--- src/adcsq_pkg.sv ---
// Package with register map, field positions and reset values of the converter sequencing control.
package adcsq_pkg;

   // ---------------------------------------------------------------
   // Register byte offsets on the AXI4-Lite bus.
   // ---------------------------------------------------------------
   localparam logic [5:0] ADDR_CONTROL_ONE = 6'h00;
   localparam logic [5:0] ADDR_CONTROL_TWO = 6'h04;
   localparam logic [5:0] ADDR_CONTROL_THREE = 6'h08;
   localparam logic [5:0] ADDR_DMA_CONFIG = 6'h0C;
   localparam logic [5:0] ADDR_CH123_SELECT = 6'h10;
   localparam logic [5:0] ADDR_STATUS = 6'h14;
   localparam logic [5:0] ADDR_SCAN_SELECT = 6'h18;

   // ---------------------------------------------------------------
   // Writable bit masks and reset values.
   // ---------------------------------------------------------------
   localparam logic [15:0] MASK_CONTROL_ONE = 16'h04F1;
   localparam logic [15:0] MASK_CONTROL_TWO = 16'hE77F;
   localparam logic [15:0] MASK_CONTROL_THREE = 16'h9FFF;
   localparam logic [15:0] MASK_DMA_CONFIG = 16'h0107;
   localparam logic [15:0] MASK_CH123 = 16'h0707;
   localparam logic [15:0] RESET_REG = 16'h0000;

   // ---------------------------------------------------------------
   // Field positions.
   // ---------------------------------------------------------------
   localparam int BIT_ENABLE = 0;
   localparam int BIT_TRIG_GROUP = 4;
   localparam int LSB_TRIG_SRC = 5;
   localparam int BIT_TWELVE = 10;
   localparam int BIT_SCAN_EN = 10;
   localparam int LSB_CHAN_CNT = 8;
   localparam int BIT_BUF_STATUS = 7;
   localparam int LSB_INC_RATE = 2;
   localparam int BIT_SPLIT = 1;
   localparam int BIT_ALT = 0;
   localparam int BIT_CLK_SRC = 15;
   localparam int LSB_SAMP_TIME = 8;
   localparam int BIT_DMA_EN = 8;
   localparam int LSB_NEG_B = 9;
   localparam logic [2:0] TRIG_AUTO = 3'h7;
   localparam logic [4:0] SCAN_LAST = 5'h1F;

   typedef enum logic [1:0] {adcsq_idle, adcsq_sample, adcsq_convert} adcsq_phase_type;

endpackage

--- src/adcsq_divider.sv ---
// Conversion clock divider producing one tick per conversion clock period.
`timescale 1ns/10ps

module adcsq_divider (
   // Clock and reset.
   input wire logic aclk,
   input wire logic aresetn,
   // Control.
   input wire logic run,
   input wire logic rc_source,
   input wire logic [7:0] divide,
   input wire logic rc_tick,
   // Result.
   output logic tick
);

   typedef struct packed {
      logic [7:0] count;
      logic tick;
   } adcsq_div_type;

   adcsq_div_type state;
   adcsq_div_type next_state;

   // Count peripheral clocks; period is divide+1, unless the RC source is chosen.
   always_comb begin
      next_state = state;
      next_state.tick = 1'b0;
      if (!run) begin
         next_state.count = 8'h00;
      end else if (rc_source) begin
         next_state.tick = rc_tick;
      end else if (state.count >= divide) begin
         next_state.count = 8'h00;
         next_state.tick = 1'b1;
      end else begin
         next_state.count = state.count + 8'h01;
      end
   end

   // State register.
   always_ff @(posedge aclk) begin
      if (!aresetn) begin
         state <= '0;
      end else begin
         state <= next_state;
      end
   end

   assign tick = state.tick;

endmodule

--- src/adcsq_rate.sv ---
// Rate counter that pulses after every N+1 completed conversions.
`timescale 1ns/10ps

module adcsq_rate (
   // Clock and reset.
   input wire logic aclk,
   input wire logic aresetn,
   // Control.
   input wire logic run,
   input wire logic [4:0] limit,
   input wire logic done,
   // Result.
   output logic hit
);

   typedef struct packed {
      logic [4:0] count;
      logic hit;
   } adcsq_rate_type;

   adcsq_rate_type state;
   adcsq_rate_type next_state;

   // Restart on threshold and while disabled.
   always_comb begin
      next_state = state;
      next_state.hit = 1'b0;
      if (!run) begin
         next_state.count = 5'h00;
      end else if (done) begin
         if (state.count >= limit) begin
            next_state.count = 5'h00;
            next_state.hit = 1'b1;
         end else begin
            next_state.count = state.count + 5'h01;
         end
      end
   end

   // State register.
   always_ff @(posedge aclk) begin
      if (!aresetn) begin
         state <= '0;
      end else begin
         state <= next_state;
      end
   end

   assign hit = state.hit;

endmodule

--- src/adcsq_top.sv ---
// Sequencing and configuration control of the converter with an AXI4-Lite register slave.
//
// The AXI4-Lite register port and the address map were decided locally.
`timescale 1ns/10ps

module adcsq_top #(
   parameter int CONV_CLOCKS = 14
) (
   // Clock and reset.
   input wire logic aclk,
   input wire logic aresetn,
   // AXI4-Lite write address and data.
   input wire logic [5:0] s_axi_awaddr,
   input wire logic s_axi_awvalid,
   output logic s_axi_awready,
   input wire logic [31:0] s_axi_wdata,
   input wire logic [3:0] s_axi_wstrb,
   input wire logic s_axi_wvalid,
   output logic s_axi_wready,
   // AXI4-Lite write response.
   output logic [1:0] s_axi_bresp,
   output logic s_axi_bvalid,
   input wire logic s_axi_bready,
   // AXI4-Lite read.
   input wire logic [5:0] s_axi_araddr,
   input wire logic s_axi_arvalid,
   output logic s_axi_arready,
   output logic [31:0] s_axi_rdata,
   output logic [1:0] s_axi_rresp,
   output logic s_axi_rvalid,
   input wire logic s_axi_rready,
   // Converter events.
   input wire logic rc_tick,
   input wire logic ext_trigger,
   // Sequencer outputs.
   output logic sample_active,
   output logic conv_start,
   output logic conv_done,
   output logic [1:0] conv_channel,
   output logic [4:0] scan_input,
   output logic [3:0] result_slot,
   output logic conv_irq,
   output logic dma_increment,
   output logic [7:0] dma_words
);

   typedef struct packed {
      logic awready;
      logic wready;
      logic have_aw;
      logic have_w;
      logic [5:0] awaddr;
      logic [31:0] wdata;
      logic [3:0] wstrb;
      logic bvalid;
      logic [1:0] bresp;
      logic arready;
      logic rvalid;
      logic [31:0] rdata;
      logic [1:0] rresp;
      logic [15:0] ctl_one;
      logic [15:0] ctl_two;
      logic [15:0] ctl_three;
      logic [15:0] dma_cfg;
      logic [15:0] ch123;
      logic [15:0] scan_sel;
      adcsq_pkg::adcsq_phase_type phase;
      logic sampling;
      logic [4:0] samp_count;
      logic [4:0] conv_count;
      logic [1:0] channel;
      logic [4:0] scan_input;
      logic [3:0] slot;
      logic half;
      logic start;
      logic done;
      logic irq;
      logic dma_inc;
      logic [7:0] dma_words;
   } adcsq_top_type;

   adcsq_top_type state;
   adcsq_top_type next_state;
   logic [1:0] trig_sync;
   logic trig_seen;
   logic tad_tick;
   logic rate_hit;

   // Merge a write into a register through byte strobes and the writable mask.
   function automatic logic [15:0] merge(input logic [15:0] old, input logic [31:0] data,
                                         input logic [3:0] strb, input logic [15:0] mask);
      logic [15:0] bytes;
      bytes = {strb[1] ? data[15:8] : old[15:8], strb[0] ? data[7:0] : old[7:0]};
      merge = bytes & mask;
   endfunction

   // Number of channels converted minus one for the channel count code.
   function automatic logic [1:0] last_channel(input logic [1:0] code, input logic twelve);
      if (twelve) begin
         last_channel = 2'd0;
      end else if (code[1]) begin
         last_channel = 2'd3;
      end else begin
         last_channel = {1'b0, code[0]};
      end
   endfunction

   // Next scanned input after the current one, wrapping among the set scan bits.
   function automatic logic [4:0] next_scan(input logic [4:0] cur, input logic [15:0] sel);
      logic [4:0] idx;
      logic found;
      next_scan = cur;
      found = 1'b0;
      for (int k = 1; k <= 16; k++) begin
         idx = 5'((int'(cur) + k) % 16);
         if (!found && sel[idx[3:0]]) begin
            next_scan = idx;
            found = 1'b1;
         end
      end
   endfunction

   // ---------------------------------------------------------------
   // Clock divider and rate counter.
   // ---------------------------------------------------------------
   wire logic conv_on = state.ctl_one[adcsq_pkg::BIT_ENABLE];
   wire logic dma_on = state.dma_cfg[adcsq_pkg::BIT_DMA_EN];
   wire logic twelve = state.ctl_one[adcsq_pkg::BIT_TWELVE];
   wire logic [2:0] trig_src = state.ctl_one[adcsq_pkg::LSB_TRIG_SRC +: 3];
   wire logic auto_conv = (trig_src == adcsq_pkg::TRIG_AUTO) && !state.ctl_one[adcsq_pkg::BIT_TRIG_GROUP];
   wire logic [4:0] rate_field = state.ctl_two[adcsq_pkg::LSB_INC_RATE +: 5];
   wire logic [4:0] rate_limit = dma_on ? rate_field : {1'b0, rate_field[3:0]};

   adcsq_divider u_div (
      .aclk(aclk),
      .aresetn(aresetn),
      .run(conv_on),
      .rc_source(state.ctl_three[adcsq_pkg::BIT_CLK_SRC]),
      .divide(state.ctl_three[7:0]),
      .rc_tick(rc_tick),
      .tick(tad_tick)
   );

   adcsq_rate u_rate (
      .aclk(aclk),
      .aresetn(aresetn),
      .run(conv_on),
      .limit(rate_limit),
      .done(next_state.done),
      .hit(rate_hit)
   );

   // Trigger pin is asynchronous and passes three flip-flops first.
   always_ff @(posedge aclk) begin
      if (!aresetn) begin
         trig_sync <= 2'b00;
         trig_seen <= 1'b0;
      end else begin
         trig_sync <= {trig_sync[0], ext_trigger};
         trig_seen <= trig_sync[1];
      end
   end

   // ---------------------------------------------------------------
   // Bus slave and sequencer.
   // ---------------------------------------------------------------
   always_comb begin
      logic [15:0] rd;
      logic write_go;
      rd = 16'h0000;
      next_state = state;
      next_state.start = 1'b0;
      next_state.done = 1'b0;
      next_state.irq = 1'b0;
      next_state.dma_inc = 1'b0;
      // Address and data are accepted in either order and held until both arrive.
      next_state.awready = !state.have_aw && !state.bvalid;
      next_state.wready = !state.have_w && !state.bvalid;
      if (s_axi_awvalid && state.awready) begin
         next_state.have_aw = 1'b1;
         next_state.awaddr = s_axi_awaddr;
         next_state.awready = 1'b0;
      end
      if (s_axi_wvalid && state.wready) begin
         next_state.have_w = 1'b1;
         next_state.wdata = s_axi_wdata;
         next_state.wstrb = s_axi_wstrb;
         next_state.wready = 1'b0;
      end
      write_go = state.have_aw && state.have_w && !state.bvalid;
      if (write_go) begin
         next_state.have_aw = 1'b0;
         next_state.have_w = 1'b0;
         next_state.bvalid = 1'b1;
         next_state.bresp = 2'b00;
         unique case (state.awaddr)
            adcsq_pkg::ADDR_CONTROL_ONE:
               next_state.ctl_one = merge(state.ctl_one, state.wdata, state.wstrb, adcsq_pkg::MASK_CONTROL_ONE);
            adcsq_pkg::ADDR_CONTROL_TWO: begin
               // Half status is hardware owned; keep it across writes.
               next_state.ctl_two = merge(state.ctl_two, state.wdata, state.wstrb, adcsq_pkg::MASK_CONTROL_TWO);
            end
            adcsq_pkg::ADDR_CONTROL_THREE:
               next_state.ctl_three = merge(state.ctl_three, state.wdata, state.wstrb,
                                            adcsq_pkg::MASK_CONTROL_THREE);
            adcsq_pkg::ADDR_DMA_CONFIG:
               next_state.dma_cfg = merge(state.dma_cfg, state.wdata, state.wstrb,
                                          adcsq_pkg::MASK_DMA_CONFIG);
            adcsq_pkg::ADDR_CH123_SELECT:
               next_state.ch123 = merge(state.ch123, state.wdata, state.wstrb, adcsq_pkg::MASK_CH123);
            adcsq_pkg::ADDR_SCAN_SELECT:
               next_state.scan_sel = merge(state.scan_sel, state.wdata, state.wstrb, 16'hFFFF);
            adcsq_pkg::ADDR_STATUS: ;
            default:
               next_state.bresp = 2'b10;
         endcase
      end
      if (state.bvalid && s_axi_bready) begin
         next_state.bvalid = 1'b0;
      end
      // Reads answer one cycle after the address is taken; twelve-bit mode masks fields.
      next_state.arready = !state.rvalid && !s_axi_arvalid;
      if (s_axi_arvalid && !state.rvalid && !state.arready) begin
         next_state.arready = 1'b1;
      end
      if (s_axi_arvalid && state.arready) begin
         next_state.arready = 1'b0;
         next_state.rvalid = 1'b1;
         next_state.rresp = 2'b00;
         unique case (s_axi_araddr)
            adcsq_pkg::ADDR_CONTROL_ONE: rd = state.ctl_one;
            adcsq_pkg::ADDR_CONTROL_TWO: begin
               rd = state.ctl_two;
               rd[adcsq_pkg::BIT_BUF_STATUS] = state.half;
               if (twelve) begin
                  rd[adcsq_pkg::LSB_CHAN_CNT +: 2] = 2'b00;
               end
            end
            adcsq_pkg::ADDR_CONTROL_THREE: rd = state.ctl_three;
            adcsq_pkg::ADDR_DMA_CONFIG: rd = state.dma_cfg;
            adcsq_pkg::ADDR_CH123_SELECT: rd = twelve ? 16'h0000 : state.ch123;
            adcsq_pkg::ADDR_STATUS: rd = {9'h000, state.scan_input, state.channel};
            adcsq_pkg::ADDR_SCAN_SELECT: rd = state.scan_sel;
            default: next_state.rresp = 2'b10;
         endcase
         next_state.rdata = {16'h0000, rd};
      end
      if (state.rvalid && s_axi_rready) begin
         next_state.rvalid = 1'b0;
      end
      // Sample and convert sequence.
      unique case (state.phase)
         adcsq_pkg::adcsq_idle: begin
            next_state.samp_count = 5'h00;
            if (conv_on) begin
               next_state.phase = adcsq_pkg::adcsq_sample;
            end
         end
         adcsq_pkg::adcsq_sample: begin
            if (auto_conv) begin
               // Internal counter ends sampling after the auto-sample time.
               if (tad_tick) begin
                  next_state.samp_count = state.samp_count + 5'h01;
               end
               if (state.samp_count >= state.ctl_three[adcsq_pkg::LSB_SAMP_TIME +: 5]) begin
                  next_state.phase = adcsq_pkg::adcsq_convert;
                  next_state.start = 1'b1;
               end
            end else if (trig_seen) begin
               next_state.phase = adcsq_pkg::adcsq_convert;
               next_state.start = 1'b1;
            end
         end
         adcsq_pkg::adcsq_convert: begin
            next_state.samp_count = 5'h00;
            if (tad_tick) begin
               next_state.conv_count = state.conv_count + 5'h01;
            end
            if (state.conv_count >= 5'(CONV_CLOCKS - 1) && tad_tick) begin
               next_state.conv_count = 5'h00;
               next_state.done = 1'b1;
               // Slot of this result; DMA keeps a single slot that the reader must drain.
               next_state.slot = dma_on ? 4'h0 : state.slot + 4'h1;
               if (state.channel >= last_channel(state.ctl_two[adcsq_pkg::LSB_CHAN_CNT +: 2], twelve)) begin
                  next_state.channel = 2'd0;
                  next_state.phase = adcsq_pkg::adcsq_sample;
                  if (state.ctl_two[adcsq_pkg::BIT_SCAN_EN]) begin
                     next_state.scan_input = next_scan(state.scan_input, state.scan_sel);
                  end
               end else begin
                  next_state.channel = state.channel + 2'd1;
               end
            end
         end
      endcase
      // Threshold reached: interrupt or DMA step, and buffer half swap.
      if (rate_hit) begin
         next_state.irq = !dma_on;
         next_state.dma_inc = dma_on;
         next_state.slot = 4'h0;
         if (state.ctl_two[adcsq_pkg::BIT_SPLIT]) begin
            next_state.half = !state.half;
            next_state.slot = state.half ? 4'h0 : 4'h8;
         end
      end
      if (!state.ctl_two[adcsq_pkg::BIT_SPLIT]) begin
         next_state.half = 1'b0;
      end
      next_state.dma_words = 8'h01 << state.dma_cfg[2:0];
      if (!conv_on) begin
         next_state.phase = adcsq_pkg::adcsq_idle;
         next_state.channel = 2'd0;
         next_state.conv_count = 5'h00;
         next_state.slot = 4'h0;
         next_state.half = 1'b0;
      end
      next_state.sampling = next_state.phase == adcsq_pkg::adcsq_sample;
   end

   // State register.
   always_ff @(posedge aclk) begin
      if (!aresetn) begin
         state <= '0;
      end else begin
         state <= next_state;
      end
   end

   // ---------------------------------------------------------------
   // Outputs, all from flip-flops.
   // ---------------------------------------------------------------
   assign s_axi_awready = state.awready;
   assign s_axi_wready = state.wready;
   assign s_axi_bresp = state.bresp;
   assign s_axi_bvalid = state.bvalid;
   assign s_axi_arready = state.arready;
   assign s_axi_rdata = state.rdata;
   assign s_axi_rresp = state.rresp;
   assign s_axi_rvalid = state.rvalid;
   assign sample_active = state.sampling;
   assign conv_start = state.start;
   assign conv_done = state.done;
   assign conv_channel = state.channel;
   assign scan_input = state.scan_input;
   assign result_slot = state.slot;
   assign conv_irq = state.irq;
   assign dma_increment = state.dma_inc;
   assign dma_words = state.dma_words;

endmodule

--- config.mk ---
export PLATFORM = sky130hd
export DESIGN_NAME = adcsq_top
export DESIGN_NICKNAME = d
export VERILOG_FILES = /design/src/adcsq_pkg.sv /design/src/adcsq_divider.sv /design/src/adcsq_rate.sv /design/src/adcsq_top.sv
export SDC_FILE = /design/constraint.sdc
export NUM_CORES = 1
export LEC_CHECK = 0
export BUFFER_PORTS_ARGS = -buffer_cell sky130_fd_sc_hd__clkbuf_2
export CORE_ASPECT_RATIO = 1.1
export CORE_MARGIN = 5
export CORE_UTILIZATION = 30
export CTS_CLUSTER_DIAMETER = 60
export DETAILED_ROUTE_END_ITERATION = 10
export GPL_ROUTABILITY_DRIVEN = 0
export GPL_TIMING_DRIVEN = 0
export RECOVER_POWER = 50
export SYNTH_ARGS = -nofsm -noshare
export SYNTH_HDL_FRONTEND = slang
export SYNTH_SLANG_ARGS = --single-unit
--- constraint.sdc ---
create_clock -name aclk -period 5 [get_ports aclk]
set_clock_uncertainty 0.2 [all_clocks]
set_input_delay 0.25 -clock aclk [delete_from_list [all_inputs] [get_ports aclk]]
set_output_delay 0.25 -clock aclk [all_outputs]
set_load 0.05 [all_outputs]
## After elaboration in Yosys (flattened, before gate mapping)

Index checks and enable logic that the tools add are counted.

- Register bits: 165
- Input port bits: 57
- Output and inout port bits: 65
- Logic and storage cells: 395

- $add $sub $neg: 22
- Magnitude comparators: 21
- Equal/unequal tests: 18
- Shift operators: 1
- Multiplexer cells: 164
- Bitwise gates (word level): 17
- Reductions and logical operators: 108

Operator list:

| cell | count |
|---|---|
| $mux W5 | 25 |
| $pmux W16 S7 | 1 |
| $mux W1 | 100 |
| $lt A4 B5 Y1 const B | 16 |
| $bmux W1 S4 | 16 |
| $reduce_or A4 Y1 | 16 |
| $reduce_and A3 Y1 | 14 |
| $eq A6 B5 Y1 const B | 6 |
| $add A4 B4 Y4 const B | 8 |
| $logic_and A1 B1 Y1 | 29 |
| $mux W2 | 14 |
| $eq A6 B4 Y1 const B | 4 |
| $logic_not A1 Y1 | 24 |
| $add A4 B3 Y4 const B | 4 |
| $and A1 B1 Y1 const A | 16 |
| $mux W16 | 1 |
| $reduce_and A2 Y1 | 8 |
| $reduce_bool A16 Y1 | 1 |
| $add A5 B1 Y5 const B | 3 |
| $reduce_or A2 Y1 | 7 |
| $reduce_or A7 Y1 | 2 |
| $add A4 B1 Y4 const B | 3 |
| $eq A6 B3 Y1 const B | 2 |
| $logic_not A6 Y1 | 2 |
| other kinds (22) | 29 |

## Logic depth before layout (Yosys ltp)

- Word-level depth: 114
- Gate-level depth with buffers: 18
- Depth with buffers taken out: 11

## Cells and area by module

Synthesis repeated with hierarchy kept, for this count alone.

- Cell total of the unflattened synthesis: 1066
- Area, all modules: 9346.5 um^2

Modules (own cells, without submodules):

| module | times used | cells each | area an instance (um^2) | seq. area each (um^2) |
|---|---|---|---|---|
| adcsq_top | 1 | 957 | 8358.0 | 2942.8 |
| adcsq_divider | 1 | 67 | 604.3 | 180.2 |
| adcsq_rate | 1 | 42 | 384.1 | 120.1 |

## Least setup slack after synthesis

Ideal clock, no wire load.

- Kind: register to register
- Start: register state, in the netlist scan_input[1]
- End: register state, in the netlist scan_input[0]
- Setup time: 115 ps
- Arrival time: 4709 ps
- Data required time: 4685 ps
- Path slack: -24 ps
- Cell stages (with the launch flop): 17
- Buffers on the path: 5
- Clock period less this slack: 5024 ps
- Cell sequence: dfxtp_1 buf_2 clkbuf_1 inv_1 ha_1 buf_6 clkbuf_1 mux2_2 mux4_2 mux2i_1 nand2_1 or4_4 buf_6 o31ai_4 nor4_1 xnor2_1 and2_1

- Word-level cells in the longest chain between the ends: 110
- Elaborated cells between the ends (all ways): 170
- Classes of those cells: add/sub (16); mux (122); reduce/logical (32)

Ends and longest elaborated chain:

| what | RTL line | source |
|---|---|---|
| from (decl) | adcsq_top.sv:82 | `adcsq_top_type state;` |
| from (signal assigned) | adcsq_top.sv:325 | `state <= next_state;` |
| $add A4 B1 Y4 | adcsq_top.sv:115 | `idx = 5'((int'(cur) + k) % 16);` |
| $bmux W1 S4 | adcsq_top.sv:116 | `if (!found && sel[idx[3:0]]) begin` |
| $mux W1 (not written as such) | adcsq_top.sv:116 |  |
| $mux W1 | adcsq_top.sv:116 |  |
| $mux W1 | adcsq_top.sv:287 | `if (state.ctl_two[adcsq_pkg::BIT_SCAN_EN]) begin` |
| $mux W1 | adcsq_top.sv:284 | `if (state.channel >= last_channel(state.ctl_two[adcsq_pkg::LSB_CHAN_CNT +: 2], twelve)) begin` |
| $mux W1 | adcsq_top.sv:279 | `if (state.conv_count >= 5'(CONV_CLOCKS - 1) && tad_tick) begin` |
| $mux W1 | adcsq_top.sv:252 | `unique case (state.phase)` |
| (+94 left out) | - |  |
| $mux W1 | adcsq_top.sv:287 |  |
| $mux W1 | adcsq_top.sv:284 |  |
| $mux W1 | adcsq_top.sv:279 |  |
| $mux W1 | adcsq_top.sv:252 |  |
| $logic_not A1 Y1 | adcsq_top.sv:116 |  |
| $logic_and A1 B1 Y1 | adcsq_top.sv:116 |  |
| $reduce_bool A16 Y1 (no source line) | - |  |
| $reduce_and A5 Y1 (no source line) | - |  |

Parallel ways exist; a longest one is shown, timed or not. The select of a mux whose other input is x is not followed.
A chain may end at the register's enable or synchronous reset.

## Worst setup path after layout

Same ends and word-level chain as after synthesis.

==> flow_metrics.tcl <==
set metrics [dict create \
    netlist.top_cell.by_area "dfxtp_1" \
    dr.pass1.iters 7 \
    timing.hold.worst.class "in -> reg" \
    crit_type "reg -> reg" \
    fp.dieArea_um2 35800 \
    final_number_of_max_transition_violations 0 \
    start_util_pct 30.5 \
    timing.rr.end "scan_input[0]" \
    use_met3_pct 2.66 \
    sw_frac_of_total_pct 22.6 \
    avgRoutedWirePerCell_um 17.4 \
    detailroute.via_count 8506 \
    combPwrFrac_pct 6.2 \
    timing.critical_path.to_type "register" \
    rsz0062_at_grt "no" \
    antenna_found_initial 0 \
    yosysWarnings 0 \
    die_height_um 198 \
    synthesis.instances 1076 \
    placement.io_buffers 83 \
    grt_first_pass_wirelength_mm 45.7 \
    layout-drive-gt1-share_pct 15.0 \
    post_synth_instance_area_um2 9630 \
    yosys-top-cells-area "dfxtp_1, mux2i_1, mux4_2, ha_1, nor2b_1" \
    power_frac_seq_pct 46.0 \
    ys_types 71 \
    worstPathMaxFanout 19 \
    report.final.setup_viol 0 \
    outcome "finished, final reports clean" \
    final.fill_count 3221 \
    finalCoreUtilization_pct 36.8 \
    dr.first_iter.drc_count 549 \
    final.min_clock_period_ns 4.84 \
    synthArstFlopShare_pct 0 \
    ctsHtreeMaxLevel 4 \
    grt_start_max_net_pins 17 \
    remaining_drc_errors 0 \
    cts_tree "built" \
    crit_end "scan_input[0]" \
    fin_cells 1662 \
    count_of_cells_along_the_worst_hold_path 3 \
    worst-endpoint-arrival_ns 4.96 \
    rr_worst_depth 14 \
    total_switching_power_mw 0.651 \
    most_crowded_layer_after_global_routing "met2" \
    clock-sinks 162 \
    timing.max_slew.rel_slack_pct 13.9 \
    power.ir.vdd_worst_mv 0.216 \
    total_power_mw 2.88 \
    data_required_time_of_the_worst_path_ns 5.12 \
    worstReg2RegStart "scan_input[1]" \
    synth_seq_cells 162 \
    numCtsBuffers 17 \
    grtUsageTotal_pct 15.9 \
    num_antenna_cells 0 \
    cp-start-kind "register" \
    ios 122 \
    grtUsageMet2_pct 26.6 \
    clock_latency_reported_for_the_late_side_of_the_worst_skew_pair_ns 0.43 \
    groute.layer.met1.usage_pct 20.8 \
    post_synth_most_frequent_cells "dfxtp_1, nand2_1, mux2i_1, nor2b_1, nor2_1" \
    synth_area_per_cell_um2 8.95 \
    globalRoute.totalOverflow 0 \
    achievable-frequency_mhz 206 \
    post-synth-top-count-cell "dfxtp_1" \
    p_leak_nw 4.05 \
    postSynth.topFlopCell "dfxtp_1" \
    synth-edff-count 0 \
    clkTransAtPathRegs_ns 0.06 \
    maximum_clock_path_buffer_count 2 \
    std_cell_rows 68 \
    die_w_um 181 \
    core_region_area_um2 31600 \
    final_net_count 1324 \
    timing.critical_path.from "scan_input[1]" \
    grt_pass1_vias 8194 \
    power.clock.fraction_pct 47.8 \
    detail-route-antenna-nets 0 \
    regToRegSetupSlack_ns 0.16 \
    via_per_inst 5.12 \
    synth_top_cell_area_share_pct 33.7 \
    layout_worst_path_cycle_share_pct 96.9 \
    p_int_mw 2.23 \
    hold_fails_final_rpt 0 \
    routed_wl_mm 28.9 \
    cap_violations 0 \
    syn_to_final_growth_pct 20.6 \
    worstMarginPinSlew_ns 1.28 \
    powerDensity_nw_per_um2 248 \
    yosysSeqAreaShare_pct 33.7 \
    post-dp-hpwl_mm 21.6 \
    clock-root-buffer "clkbuf_16" \
    timing.setup.tns_ns 0 \
    placedCellCount 1597 \
]
## metrics by stage
stage / hold slack, ns / cell area [µm²] / setup slack (ns)
3_3_place_gp: 0.215 / 10600 / -0.978
5_1_grt: 0.0514 / 11600 / 0.00593
4_1_cts: 0.0443 / 11700 / 0.0336
6_report: 0.0417 / 11600 / 0.157
3_5_place_dp: 0.219 / 10600 / -0.977
2_1_floorplan: 0.177 / 9700 / 0.161
## timing repair
action / 4_1_cts / 5_1_grt
setup buffers: 2 / 2
pin swaps: 0 / 1
hold buffers: 33 / 0
gates resized for setup: 16 / 6
setup endpoints to repair: 4 / 4
endpoints found under the hold margin: 27 / 0
## cell usage in the layout (no fill, tap or decap), drive strengths merged, types with 19 or more instances in the layout
master       instances
a21oi               52
mux4                24
dlygate4sd3         33
ha                  37
dfxtp              162
inv                 34
mux2i               77
buf                 69
o21ai               28
nor2                72
nor2b               73
nand2              101
a21boi              30
clkbuf             140
a22oi               25
nand3               21
conb                19
nor3                21
## power by group through the flow
stage                     Sequential, mW  Combinational (mW)  Clock [mW]
final                               1.33               0.179        1.38
after global routing                1.33               0.193        1.46
after CTS                           1.33               0.179        1.40
after detailed placement            1.36               0.160           0
after global placement              1.35               0.158           0
after floorplan                     1.36               0.102           0
## flip-flops by register name (all words and copies together) (netlist names), 2 cells and up
register	cells
state	91
s_axi_rdata	16
scan_input	4
conv_channel	2
result_slot	4
rate_field	5
u_rate.state	5
trig_sync	2
dma_words	8
u_div.state	8
## cell families after synthesis
family,count (synthesis),share of synthesized area (%)
fa+ha+maj,37,4.81
other cells,1,0.0389
mux,118,15.8
flops,162,33.7
compound gates,214,15.3
buf+inv,140,7.99
xor+xnor,28,2.55
simple gates,376,19.9
## layout make-up
class	count	area (µm²)	share of cell area [%]
clock buffers	22	464	3.99
plain buffers	100	633	5.45
well taps	420	526	4.52
repair buffers	120	718	6.18
inverters	37	146	1.26
multi-input cells	792	5730	49.3
clock inverters	9	155	1.34
flip-flops and latches	162	3250	27.9
## worst max-delay path, cell delays in order (launching register included)
cell and delay, ns:
dfxtp_4 0.42, buf_8 0.23, clkinvlp_4 0.15, ha_1 0.35, buf_6 0.16, mux4_2 0.58
mux2_2 0.32, mux2_4 0.31, or4_4 0.58, or4_4 0.53, buf_6 0.16, o31ai_4 0.31
nor4_1 0.12, xnor2_1 0.13, and2_1 0.16
## worst min path at each step
stage | endpoint | startpoint | slack [ns]
after floorplan | trig_sync[0] | ext_trigger | 0.18
after global placement | trig_seen | trig_sync[1] | 0.21
after detailed placement | trig_seen | trig_sync[1] | 0.22
after CTS | u_div.tick | rc_tick | 0.04
after global routing | u_div.tick | rc_tick | 0.05
final | u_div.tick | rc_tick | 0.04
## layer usage
| layer | share of wire (%) | vias to the layer above |
|---|---|---|
| li1 | - | 4101 |
| met1 | 44 | 4079 |
| met2 | 47 | 266 |
| met3 | 5.2 | 60 |
| met4 | 3.2 | 0 |
| met5 | 0 | - |
(Power assumes the default switching activity.)
